[src/hsw_pkg.sv]
package hsw_pkg;
  localparam logic [7:0] WR_ADDR_LO    = 8'h76;
  localparam logic [7:0] WR_ADDR_HI    = 8'h78;
  localparam logic [7:0] DEVICE_ID     = 8'h5A; // Arbitrary value
  localparam logic [7:0] REG_ID        = 8'h01;
  localparam logic [7:0] REG_MODE      = 8'h02;
  localparam logic [7:0] REG_PERSW     = 8'h03;
  localparam logic [7:0] REG_CONTROL_THREE_REG     = 8'h04;
  localparam logic [7:0] REG_RESULT    = 8'h05;
  localparam logic [7:0] REG_INT       = 8'h06;
  localparam logic [7:0] REG_INTMASK   = 8'h07;
  localparam logic [7:0] WMASK_MODE    = 8'h0F;
  localparam logic [7:0] WMASK_PERSW   = 8'hF3;
  localparam logic [7:0] WMASK_CONTROL_THREE_REG   = 8'h1E;
  localparam logic [7:0] WMASK_INTMASK = 8'h1B;
  localparam logic [7:0] INT_BITS      = 8'h0B;
  localparam int         C3_KICK       = 0;
  localparam int         C3_INHIBIT    = 1;
  localparam int         C3_IRQSEL     = 2;
  localparam int         C3_TRIGDIS    = 3;
  localparam int         C3_FORCELOW   = 4;
  localparam int         BBM_BIT       = 3;
  localparam int         CMD_BURST     = 7;
  localparam int         INT_DONE      = 0;
  localparam int         INT_MIC       = 1;
  localparam int         INT_ERR       = 3;
  localparam int         MASK_PIN_OFF  = 4;
  localparam logic [3:0] BITS_PER_BYTE = 4'h8;
  localparam int         SW_W          = 6;
  localparam logic [2:0] MODE_ISO      = 3'h0;
  localparam logic [2:0] MODE_RSVD     = 3'h1;
  localparam logic [2:0] MODE_NSE      = 3'h2;
  localparam logic [2:0] MODE_RSE      = 3'h3;
  localparam logic [2:0] MODE_NDIFF    = 3'h4;
  localparam logic [2:0] MODE_RDIFF    = 3'h5;
  localparam logic [2:0] MODE_PRONG3   = 3'h6;
  localparam logic [2:0] MODE_MANUAL   = 3'h7;
  // Switch vector order {s1nr, s1ns, s1pr, s1ps, fet1, fet2}
  localparam logic [5:0] SW_NSE        = 6'h26;
  localparam logic [5:0] SW_RSE        = 6'h19;
  localparam logic [5:0] SW_NDIFF      = 6'h24;
  localparam logic [5:0] SW_RDIFF      = 6'h18;
  localparam logic [5:0] SW_PRONG3     = 6'h33;
endpackage : hsw_pkg

[src/hsw_sig_if.sv]
`timescale 1ns/100ps
interface hsw_sig_if;
  import hsw_pkg::*;
  logic            sclRise;
  logic            sclFall;
  logic            startCond;
  logic            stopCond;
  logic            sdaNow;
  logic [2:0]      mode;
  logic            bbm;
  logic [SW_W-1:0] manualSw;
  logic [SW_W-1:0] sw;
  modport edge_src (output sclRise, sclFall, startCond, stopCond, sdaNow);
  modport edge_snk (input sclRise, sclFall, startCond, stopCond, sdaNow);
  modport sw_ctl   (output mode, bbm, manualSw, input sw);
  modport sw_drv   (input mode, bbm, manualSw, output sw);
endinterface : hsw_sig_if

[src/hsw_bus_edges.sv]
`timescale 1ns/100ps
module hsw_bus_edges
  import hsw_pkg::*;
(
  input  wire logic sys_clk,
  input  wire logic srst,
  input  wire logic scl,
  input  wire logic sda,
  hsw_sig_if.edge_src bus
);
  typedef struct packed {
    logic scl;
    logic sda;
  } hsw_edge_t;
  hsw_edge_t q;
  hsw_edge_t n;
  always_comb begin
    n.scl = scl;
    n.sda = sda;
  end
  always_ff @(posedge sys_clk) begin
    if (srst) begin
      q <= '1; // Idle bus is high
    end else begin
      q <= n;
    end
  end
  assign bus.sclRise   = scl & ~q.scl;
  assign bus.sclFall   = ~scl & q.scl;
  assign bus.startCond = scl & q.scl & q.sda & ~sda;
  assign bus.stopCond  = scl & q.scl & ~q.sda & sda;
  assign bus.sdaNow    = sda;
endmodule : hsw_bus_edges

[src/hsw_switch_ctl.sv]
`timescale 1ns/100ps
module hsw_switch_ctl
  import hsw_pkg::*;
(
  input  wire logic sys_clk,
  input  wire logic srst,
  hsw_sig_if.sw_drv sig
);
  typedef struct packed {
    logic [SW_W-1:0] sw;
  } hsw_sw_t;
  hsw_sw_t         q;
  hsw_sw_t         n;
  logic [SW_W-1:0] want;
  always_comb begin
    unique case (sig.mode)
      MODE_ISO, MODE_RSVD: want = '0;
      MODE_NSE:            want = SW_NSE;
      MODE_RSE:            want = SW_RSE;
      MODE_NDIFF:          want = SW_NDIFF;
      MODE_RDIFF:          want = SW_RDIFF;
      MODE_PRONG3:         want = SW_PRONG3;
      MODE_MANUAL:         want = sig.manualSw;
    endcase
    n = q;
    // Open everything for one cycle before a new set closes
    if (sig.bbm && want != q.sw && q.sw != '0) begin
      n.sw = '0;
    end else begin
      n.sw = want;
    end
  end
  always_ff @(posedge sys_clk) begin
    if (srst) begin
      q <= '0;
    end else begin
      q <= n;
    end
  end
  assign sig.sw = q.sw;
endmodule : hsw_switch_ctl

[src/hsw_i2c_ctrl.sv]
`timescale 1ns/100ps
module hsw_i2c_ctrl
  import hsw_pkg::*;
(
  input  wire logic            sys_clk,
  input  wire logic            srst,
  input  wire logic            scl,
  input  wire logic            sdaIn,
  output wire logic            sdaOut,
  output wire logic            sdaOeN,
  input  wire logic            addrSel,
  input  wire logic            kickPin,
  output wire logic            micPresentNOut,
  output wire logic            micPresentNOeN,
  output wire logic            detStart,
  input  wire logic            detDone,
  input  wire logic [7:0]      detResult,
  input  wire logic            micFound,
  input  wire logic            micOnSleeve,
  input  wire logic            detError,
  output wire logic [SW_W-1:0] switchState
);
  typedef enum logic [2:0] {
    S_IDLE,
    S_ADDR,
    S_ACK_ADDR,
    S_RX,
    S_ACK_RX,
    S_TX,
    S_MACK
  } hsw_state_t;

  typedef struct packed {
    hsw_state_t state;
    logic [3:0] bitCnt;
    logic [7:0] shift;
    logic [7:0] ptr;
    logic       cmdPending;
    logic       rw;
    logic       burst;
    logic       mAck;
    logic       sdaLow;
    logic       kickPrev;
    logic       detStart;
    logic       pinLow;
    logic       micLevel;
    logic [7:0] modeReg;
    logic [7:0] perSwReg;
    logic [7:0] ctrl3Reg;
    logic [7:0] resultReg;
    logic [7:0] intReg;
    logic [7:0] intMaskReg;
  } hsw_main_t;

  hsw_main_t  q;
  hsw_main_t  n;
  hsw_sig_if  sig ();
  logic [7:0] ownAddr;
  logic [7:0] rdAddr;
  logic [7:0] rdData;
  logic [7:0] wrData;
  logic       intPending;
  logic       indicatorOn;

  hsw_bus_edges u_edges (
    .sys_clk (sys_clk),
    .srst    (srst),
    .scl     (scl),
    .sda     (sdaIn),
    .bus     (sig)
  );

  hsw_switch_ctl u_switch (
    .sys_clk (sys_clk),
    .srst    (srst),
    .sig     (sig)
  );

  function automatic logic [7:0] rdReg(input hsw_main_t s, input logic [7:0] a);
    case (a)
      REG_ID:      rdReg = DEVICE_ID;
      REG_MODE:    rdReg = s.modeReg;
      REG_PERSW:   rdReg = s.perSwReg;
      REG_CONTROL_THREE_REG:   rdReg = s.ctrl3Reg;
      REG_RESULT:  rdReg = s.resultReg;
      REG_INT:     rdReg = s.intReg;
      REG_INTMASK: rdReg = s.intMaskReg;
      default:     rdReg = 8'h00;
    endcase
  endfunction : rdReg

  assign ownAddr = addrSel ? WR_ADDR_HI : WR_ADDR_LO;
  // Burst read takes the next register once the master acks
  assign rdAddr  = (q.state == S_MACK && q.burst) ? q.ptr + 8'h01 : q.ptr;
  assign rdData  = rdReg(q, rdAddr);
  assign wrData  = q.shift;
  assign intPending = |(q.intReg & ~q.intMaskReg & INT_BITS);

  always_comb begin
    n = q;
    n.detStart = 1'b0;
    n.kickPrev = kickPin;

    unique case (q.state)
      S_IDLE: begin
        n.sdaLow = 1'b0;
      end
      S_ADDR, S_RX: begin
        if (sig.sclRise) begin
          n.shift  = {q.shift[6:0], sig.sdaNow};
          n.bitCnt = q.bitCnt + 4'h1;
        end else if (sig.sclFall && q.bitCnt == BITS_PER_BYTE) begin
          n.bitCnt = '0;
          if (q.state == S_RX) begin
            n.sdaLow = 1'b1;
            n.state  = S_ACK_RX;
          end else if (q.shift[7:1] == ownAddr[7:1]) begin
            // General call never equals either own address
            n.rw     = q.shift[0];
            n.sdaLow = 1'b1;
            n.state  = S_ACK_ADDR;
          end else begin
            n.state = S_IDLE;
          end
        end
      end
      S_ACK_ADDR: begin
        if (sig.sclRise && q.rw) begin
          n.shift = rdData;
          if (rdAddr == REG_INT) begin
            n.intReg = '0;
          end
        end else if (sig.sclFall) begin
          if (q.rw) begin
            n.sdaLow = ~q.shift[7];
            n.bitCnt = 4'h1;
            n.state  = S_TX;
          end else begin
            n.sdaLow     = 1'b0;
            n.cmdPending = 1'b1;
            n.state      = S_RX;
          end
        end
      end
      S_ACK_RX: begin
        if (sig.sclRise) begin
          if (q.cmdPending) begin
            n.cmdPending = 1'b0;
            n.ptr        = {1'b0, wrData[6:0]};
            n.burst      = wrData[CMD_BURST];
          end else begin
            // Read-only targets take the ack but keep their value
            case (q.ptr)
              REG_MODE:    n.modeReg    = wrData & WMASK_MODE;
              REG_PERSW:   n.perSwReg   = wrData & WMASK_PERSW;
              REG_INTMASK: n.intMaskReg = wrData & WMASK_INTMASK;
              REG_CONTROL_THREE_REG: begin
                n.ctrl3Reg = wrData & WMASK_CONTROL_THREE_REG;
                n.detStart = wrData[C3_KICK];
              end
              default: begin
              end
            endcase
            if (q.burst) begin
              n.ptr = q.ptr + 8'h01;
            end
          end
        end else if (sig.sclFall) begin
          n.sdaLow = 1'b0;
          n.state  = S_RX;
        end
      end
      S_TX: begin
        if (sig.sclFall) begin
          if (q.bitCnt == BITS_PER_BYTE) begin
            n.sdaLow = 1'b0;
            n.state  = S_MACK;
          end else begin
            n.shift  = {q.shift[6:0], 1'b0};
            n.sdaLow = ~q.shift[6];
            n.bitCnt = q.bitCnt + 4'h1;
          end
        end
      end
      S_MACK: begin
        if (sig.sclRise) begin
          n.mAck = ~sig.sdaNow;
          if (!sig.sdaNow) begin
            n.ptr   = rdAddr;
            n.shift = rdData;
            if (rdAddr == REG_INT) begin
              n.intReg = '0;
            end
          end else begin
            n.state = S_IDLE;
          end
        end else if (sig.sclFall && q.mAck) begin
          n.sdaLow = ~q.shift[7];
          n.bitCnt = 4'h1;
          n.state  = S_TX;
        end
      end
      // Unused state code falls back to idle
      default: begin
        n.state  = S_IDLE;
        n.sdaLow = 1'b0;
      end
    endcase

    // Bus conditions override any byte in flight
    if (sig.stopCond) begin
      n.state  = S_IDLE;
      n.sdaLow = 1'b0;
    end else if (sig.startCond) begin
      n.state      = S_ADDR;
      n.bitCnt     = '0;
      n.sdaLow     = 1'b0;
      n.cmdPending = 1'b0;
    end

    if (kickPin && !q.kickPrev && !q.ctrl3Reg[C3_TRIGDIS]) begin
      n.detStart = 1'b1;
    end

    // Placed after the read clear so a new event survives it
    if (detDone) begin
      n.resultReg         = detResult;
      n.micLevel          = micFound;
      n.intReg[INT_DONE]  = 1'b1;
      if (micFound) begin
        n.intReg[INT_MIC] = 1'b1;
      end
      if (detError) begin
        n.intReg[INT_ERR] = 1'b1;
      end
      if (!q.ctrl3Reg[C3_INHIBIT]) begin
        // Polarity picks the single-ended orientation
        if (!micFound) begin
          n.modeReg[2:0] = MODE_PRONG3;
        end else if (micOnSleeve) begin
          n.modeReg[2:0] = MODE_NSE;
        end else begin
          n.modeReg[2:0] = MODE_RSE;
        end
      end
    end

    n.pinLow = indicatorOn;
  end

  always_comb begin
    if (q.intMaskReg[MASK_PIN_OFF]) begin
      indicatorOn = 1'b0;
    end else if (q.ctrl3Reg[C3_IRQSEL]) begin
      indicatorOn = intPending;
    end else begin
      indicatorOn = q.micLevel;
    end
    if (q.ctrl3Reg[C3_FORCELOW]) begin
      indicatorOn = 1'b1;
    end
  end

  always_ff @(posedge sys_clk) begin
    if (srst) begin
      q <= '0;
    end else begin
      q <= n;
    end
  end

  assign sig.mode       = q.modeReg[2:0];
  assign sig.bbm        = q.modeReg[BBM_BIT];
  assign sig.manualSw   = {q.perSwReg[7:4], q.perSwReg[1:0]};
  assign switchState    = sig.sw;
  assign sdaOut         = 1'b0;
  assign sdaOeN         = ~q.sdaLow;
  assign micPresentNOut = 1'b0;
  assign micPresentNOeN = ~q.pinLow;
  assign detStart       = q.detStart;
endmodule : hsw_i2c_ctrl

[config.mk]
export PLATFORM = sky130hd
export DESIGN_NAME = hsw_i2c_ctrl
export DESIGN_NICKNAME = d
export VERILOG_FILES = /design/src/hsw_pkg.sv /design/src/hsw_sig_if.sv /design/src/hsw_bus_edges.sv /design/src/hsw_switch_ctl.sv /design/src/hsw_i2c_ctrl.sv
export SDC_FILE = /design/constraint.sdc
export NUM_CORES = 1
export LEC_CHECK = 0
export BUFFER_PORTS_ARGS = -buffer_cell sky130_fd_sc_hd__clkbuf_2
export CAP_MARGIN = 20
export CORE_UTILIZATION = 60
export DETAILED_ROUTE_END_ITERATION = 6
export PLACE_DENSITY_LB_ADDON = 0.05
export SYNTH_ARGS = -nofsm -noshare
export SYNTH_HDL_FRONTEND = slang
export SYNTH_HIERARCHICAL = 1
export SYNTH_SLANG_ARGS = --single-unit
[constraint.sdc]
create_clock -name sys_clk -period 8.29 [get_ports sys_clk]
set_input_delay 0.829 -clock sys_clk [delete_from_list [all_inputs] [get_ports sys_clk]]
set_output_delay 0.829 -clock sys_clk [all_outputs]
set_load 0.03 [all_outputs]
# Word-level counts from Yosys, hierarchy flattened
# Index checks and enable logic that the tools add are counted.
[word_totals]
input_bits = 18
wordCells = 228
regBits = 74
[classes]
n_addsub = 2
n_reduce_logical = 37
muxes = 81
bitwise_logic = 21
eq_ne = 61
[ops]
columns = ["op", "n"]
rows = [
  ["8-bit two-way mux", 10],
  ["19-bit two-way mux", 3],
  ["8-bit one-hot mux with 7 select lines", 1],
  ["8-bit by 3-bit == test with 1-bit output (second input constant)", 6],
  ["12-bit one-hot mux with 4 select lines", 1],
  ["3-bit != test (second input constant)", 14],
  ["6-bit one-hot mux with 7 select lines", 1],
  ["3-bit two-way mux", 12],
  ["8-bit by 2-bit == test with 1-bit output (second input constant)", 4],
  ["16-bit two-way mux", 2],
  ["2-bit != test (second input constant)", 16],
  ["8-bit one-hot mux with 2 select lines", 2],
  ["1-bit two-way mux", 30],
  ["7-bit two-way mux", 4],
  ["4-bit AND reduction", 6],
  ["11-bit AND reduction", 2],
  ["3-bit == test (second input constant)", 7],
  ["4-bit two-way mux", 5],
  ["3-bit one-hot mux with 6 select lines", 1],
  ["15-bit two-way mux", 1],
  ["3-bit by 2-bit == test with 1-bit output (second input constant)", 4],
  ["12-bit two-way mux", 1],
  ["1-bit inverter", 12],
  ["5-bit two-way mux", 2],
  ["other kinds (32)", 55],
]

# Depth between registers and ports, before layout
[logic_depth]
depth_word = 10
ltp_mapped = 11
ltp_nobuf = 8

# Hierarchy
# Netlist, hierarchy kept.
[modules_own_cells]
columns = ["module", "seq_area_each_um2", "cells_per_inst", "area_per_inst_um2", "instances"]
rows = [
  ["hsw_i2c_ctrl", 1321.3, 517, 4071.4, 1],
  ["hsw_switch_ctl", 120.1, 68, 515.5, 1],
  ["hsw_bus_edges", 40.0, 9, 92.6, 1],
]

# Worst setup path before layout
# Ideal clock, no wire load.
[synth_path]
path_kind = "input to register"
start = "input port scl"
end = "register q[78] (netlist name)"
arrival_time_ns = 2.741
required_ns = 8.187
setup_time_ns = 0.103
path_stages = 7
setup_slack_ns = 5.446
cell_sequence = "nor2b_1 inv_2 o311ai_1 o311ai_1 or3_1 or3_1 a2111oi_2"
[synth_via]
elab_chain_len = 5
word_cells_on_any_way = 24
[synth_lines]
columns = ["element", "line_no", "rtl"]
rows = [
  ["start, declared", "hsw_i2c_ctrl.sv:7", "input wire logic scl,"],
  ["1-bit inverter", "hsw_bus_edges.sv:29", "assign bus.sclFall = ~scl & q.scl;"],
  ["1-bit bitwise AND", "hsw_bus_edges.sv:29", ""],
  ["1-bit logical AND (on tied branches)", "hsw_i2c_ctrl.sv:197, hsw_i2c_ctrl.sv:112", ""],
  ["3-bit by 2-bit != test with 1-bit output (no line) or 2-bit != test (tied branches)", "n/a", ""],
  ["11-bit AND reduction (no line)", "n/a", ""],
  ["end signal, assigned", "hsw_i2c_ctrl.sv:268", "q <= n;"],
  ["end, declared", "hsw_i2c_ctrl.sv:55", "hsw_main_t q;"],
]
# Several ways; a longest one is shown, not always the timed one.
# A chain may end at the register's enable or synchronous reset.

# Worst setup path after layout
[layout_path]
start = "register q[57] (netlist name)"
end = "register q (netlist bit wrData[6])"
[layout_via]
elab_chain_len = 7
word_cells_on_any_way = 14
[layout_lines]
columns = ["element", "line_no", "rtl"]
rows = [
  ["8-bit by 1-bit adder with 8-bit output", "hsw_i2c_ctrl.sv:94", "assign rdAddr = (q.state == S_MACK && q.burst) ? q.ptr + 8'h01 : q.ptr;"],
  ["8-bit two-way mux *", "hsw_i2c_ctrl.sv:94", ""],
  ["8-bit by 3-bit == test with 1-bit output (tied with other cells)", "hsw_i2c_ctrl.sv:80", "case (a)"],
  ["8-bit one-hot mux with 7 select lines *", "hsw_i2c_ctrl.sv:80", ""],
  ["16-bit two-way mux", "hsw_i2c_ctrl.sv:188", "if (!sig.sdaNow) begin"],
  ["16-bit two-way mux", "hsw_i2c_ctrl.sv:186", "if (sig.sclRise) begin"],
  ["12-bit one-hot mux with 4 select lines *", "hsw_i2c_ctrl.sv:104", "unique case (q.state)"],
]
# Mark *: on every way between the ends. The rest lies on a longest branch, timed or not. The select of a mux whose other input is x is not followed.

==> results.txt <==
post-cts resize count - 0
RSZ-0062 raised after global routing - false
worst setup margin - 4.96 ns
Tcrit/Tclk final - 40.2%
crit path max-delay cell type - dfxtp_1
CP delay by family, top - flip-flops
clk_skew - 0.00575 ns
Setup WS pre-CTS - 5.03 ns
setup_tns - 0 ns
ys async rst share - 0%
clock sink total - 74
Pint - 0.000556 W
Simple-Gate Fraction of Synth Area - 27.2%
status - finished clean
DR pass1 iterations - 6
cells along the critical path - inv_1, ha_1, nand2_1, mux2i_1, a22oi_1, o32ai_1, nand3_1, a311oi_1
Antenna Nets Post-Route - 0
unique cell type count in the Yosys netlist - 73
post-synthesis instance area - 4680 um2
Post-CTS Setup Bufs - 0
routed vias - 4465
routed len/inst - 17.5 um
Synth area leader - dfxtp_1
mux share of post-synthesis cell area - 8.05%
Starting Density - 63.2%
dpl hpwl - 8360 um
FF-to-FF setup slack - 4.96 ns
row cnt - 31
DRT iter0 DRCs - 364
CP Class - flip-flop to flip-flop
Horiz. Die Dim - 90.3 um
Crit Path Max Fanout - 24
CTS Buf Count - 9
Worst Setup End Kind - flip-flop
Remaining DRCs - 0
commonest cells after routing, fill and taps aside - dfxtp_1 (74), nor2_1 (68), nand2_1 (50), a21oi_1 (43), mux2i_1 (32)
maximum vdd drop - 0.000118 V
Least-Margin Pin Slew - 0.943 ns
Final min period - 3.33 ns
crit path buf inv count - 1
Startpoint Class - flip-flop
GRT Total Usage - 30.7%
antenna fix cells - 0
CP arrival - 3.60 ns
sw power - 0.000249 W
power share of the clock group - 37.3%
hold_buf cts - 0
Top-Level Pins - 29
TritonCTS clock tree - built
sequential share of power - 49.5%
WL final - 12100 um
Max Cap Viol - 0
#FFs+latches synth - 74
final slew viol count - 0
area of the die - 8160 um2
yosys synthesis warning count - 6
die height - 90.3 um
top post-synthesis cells by area - dfxtp_1 (32%), mux2i_1 (6.8%), nor2_1 (5.5%)
Net count, final - 610
vias in the first global route - 3931
Comb power frac - 13.2%
gr ovfl total - 0
Bufs on Longest Clock Path - 2
Compound-Gate Fraction of Synth Area - 23.6%
Worst slew margin - 35.3%
worst hold slack - 0.471 ns
commonest non-fill, non-tap cell in the layout - dfxtp_1
endpoints failing setup - 0
clock transition at the registers of the reported paths - 0.09 ns
Syn Area/Cell - 7.88 um2
hold crit path type - flip-flop to flip-flop
CTS H-tree depth - 3
critical path required time - 8.56 ns
Synth top area share - 31.7%
fill count - 670
Post-Synth Adder-Cell Area - 1.34%
sw frac - 30.9%
largest net degree at the start of global routing - 68
ys flop type - dfxtp_1
GPL Wtd Cong - 0.915
worst-skew pair later-pin latency - 0.36 ns
DR vias/cell - 6.46
Static Leak - 1.91 nW
final hold vios - 0
initial antenna violation count - 0
layout cells sized above 1 - 11.0%
Syn-to-layout area delta - 5.51%
cell count after synthesis - 594
Post-Synth XOR/XNOR Area - 2.06%
first-pass GRT wire length - 20100 um
PD cells - 163 nW/um2
Port Buffers - 26
largest family of logic cells by synthesized area - simple AND/OR/NAND/NOR gates
Seq/Total Area, Yosys - 31.7%
clk root buf - clkbuf_8
CP max stage delay - 0.87 ns
maximum clock frequency - 0.300 GHz
number of flops mapped to enable cells by yosys - 0
core footprint - 7410 um2
## per-stage QoR
stage | total power [W] | instance area [um2] | utilization [%] | std cells
2_1_floorplan | 0.000482 | 4680 | - | 595
3_3_place_gp | 0.000509 | 4730 | 63.8 | 675
3_5_place_dp | 0.000511 | 4730 | 63.8 | 675
4_1_cts | 0.000808 | 4940 | 66.6 | 691
5_1_grt | 0.000840 | 4940 | 66.6 | 691
6_report | 0.000805 | 4940 | 66.6 | 691
## worst paths after layout
check | from | endpoint | depth (start not counted)
min | q[13] | q[13] | 1
max | q[57] | wrData[6] | 8
max reg2reg | q[57] | wrData[6] | 8
min reg2reg | q[13] | q[13] | 1
## cell families (layout without fill, tap and decap cells)
| group | Yosys count | in the layout |
|---|---|---|
| XOR/XNOR | 11 | 11 |
| AND/OR/NAND/NOR | 243 | 243 |
| multiplexers | 37 | 37 |
| buffers and inverters | 63 | 60 |
| adder cells (fa/ha/maj) | 5 | 5 |
| other | 1 | 2 |
| flip-flops | 74 | 74 |
| AO/OA/AOI/OAI | 160 | 160 |
## power groups by stage
stage	logic [W]	registers, W	clock network (W)
after floorplan	0.0000920	0.000390	0
after global placement	0.000103	0.000406	0
after detailed placement	0.000105	0.000406	0
after CTS	0.000105	0.000397	0.000305
after global routing	0.000118	0.000401	0.000320
final	0.000107	0.000398	0.000300
## per-layer routing
layer / vias up / track usage [%] / routed length, um
met5: - / 0 / 0
met4: 0 / 10.5 / 235
met3: 19 / 6.14 / 847
met2: 170 / 47.7 / 5550
met1: 2112 / 42.4 / 5490
li1: 2164 / - / -
## sequential cells by signal, summed over array words and instances (netlist names)
signal and flops:
detStart 1, q 57, u_edges/q 2, u_switch/sig.sw 6, wrData 8
## Yosys cell counts (all sizes together) (7+ instances only)
cell     n
nand4    9
nor2    68
o21ai   29
nor2b   13
inv     16
and3     7
a311oi  11
buf     19
a21oi   43
a211oi   7
clkbuf  28
dfxtp   74
nor3    23
nand2b   8
nand2   50
nand3b   8
nand3   17
nor4     9
mux2i   32
## area by class of cell
cell class	count	area (um2)	area share (%)
multi-input cells	458	2920	59.1
flip-flops and latches	74	1480	30.0
repair buffers	28	145	2.94
clock buffers	9	124	2.51
well taps	99	124	2.51
clock inverters	7	83.8	1.70
inverters	16	60.1	1.22
No activity file was read; power rests on OpenSTA's default activity.
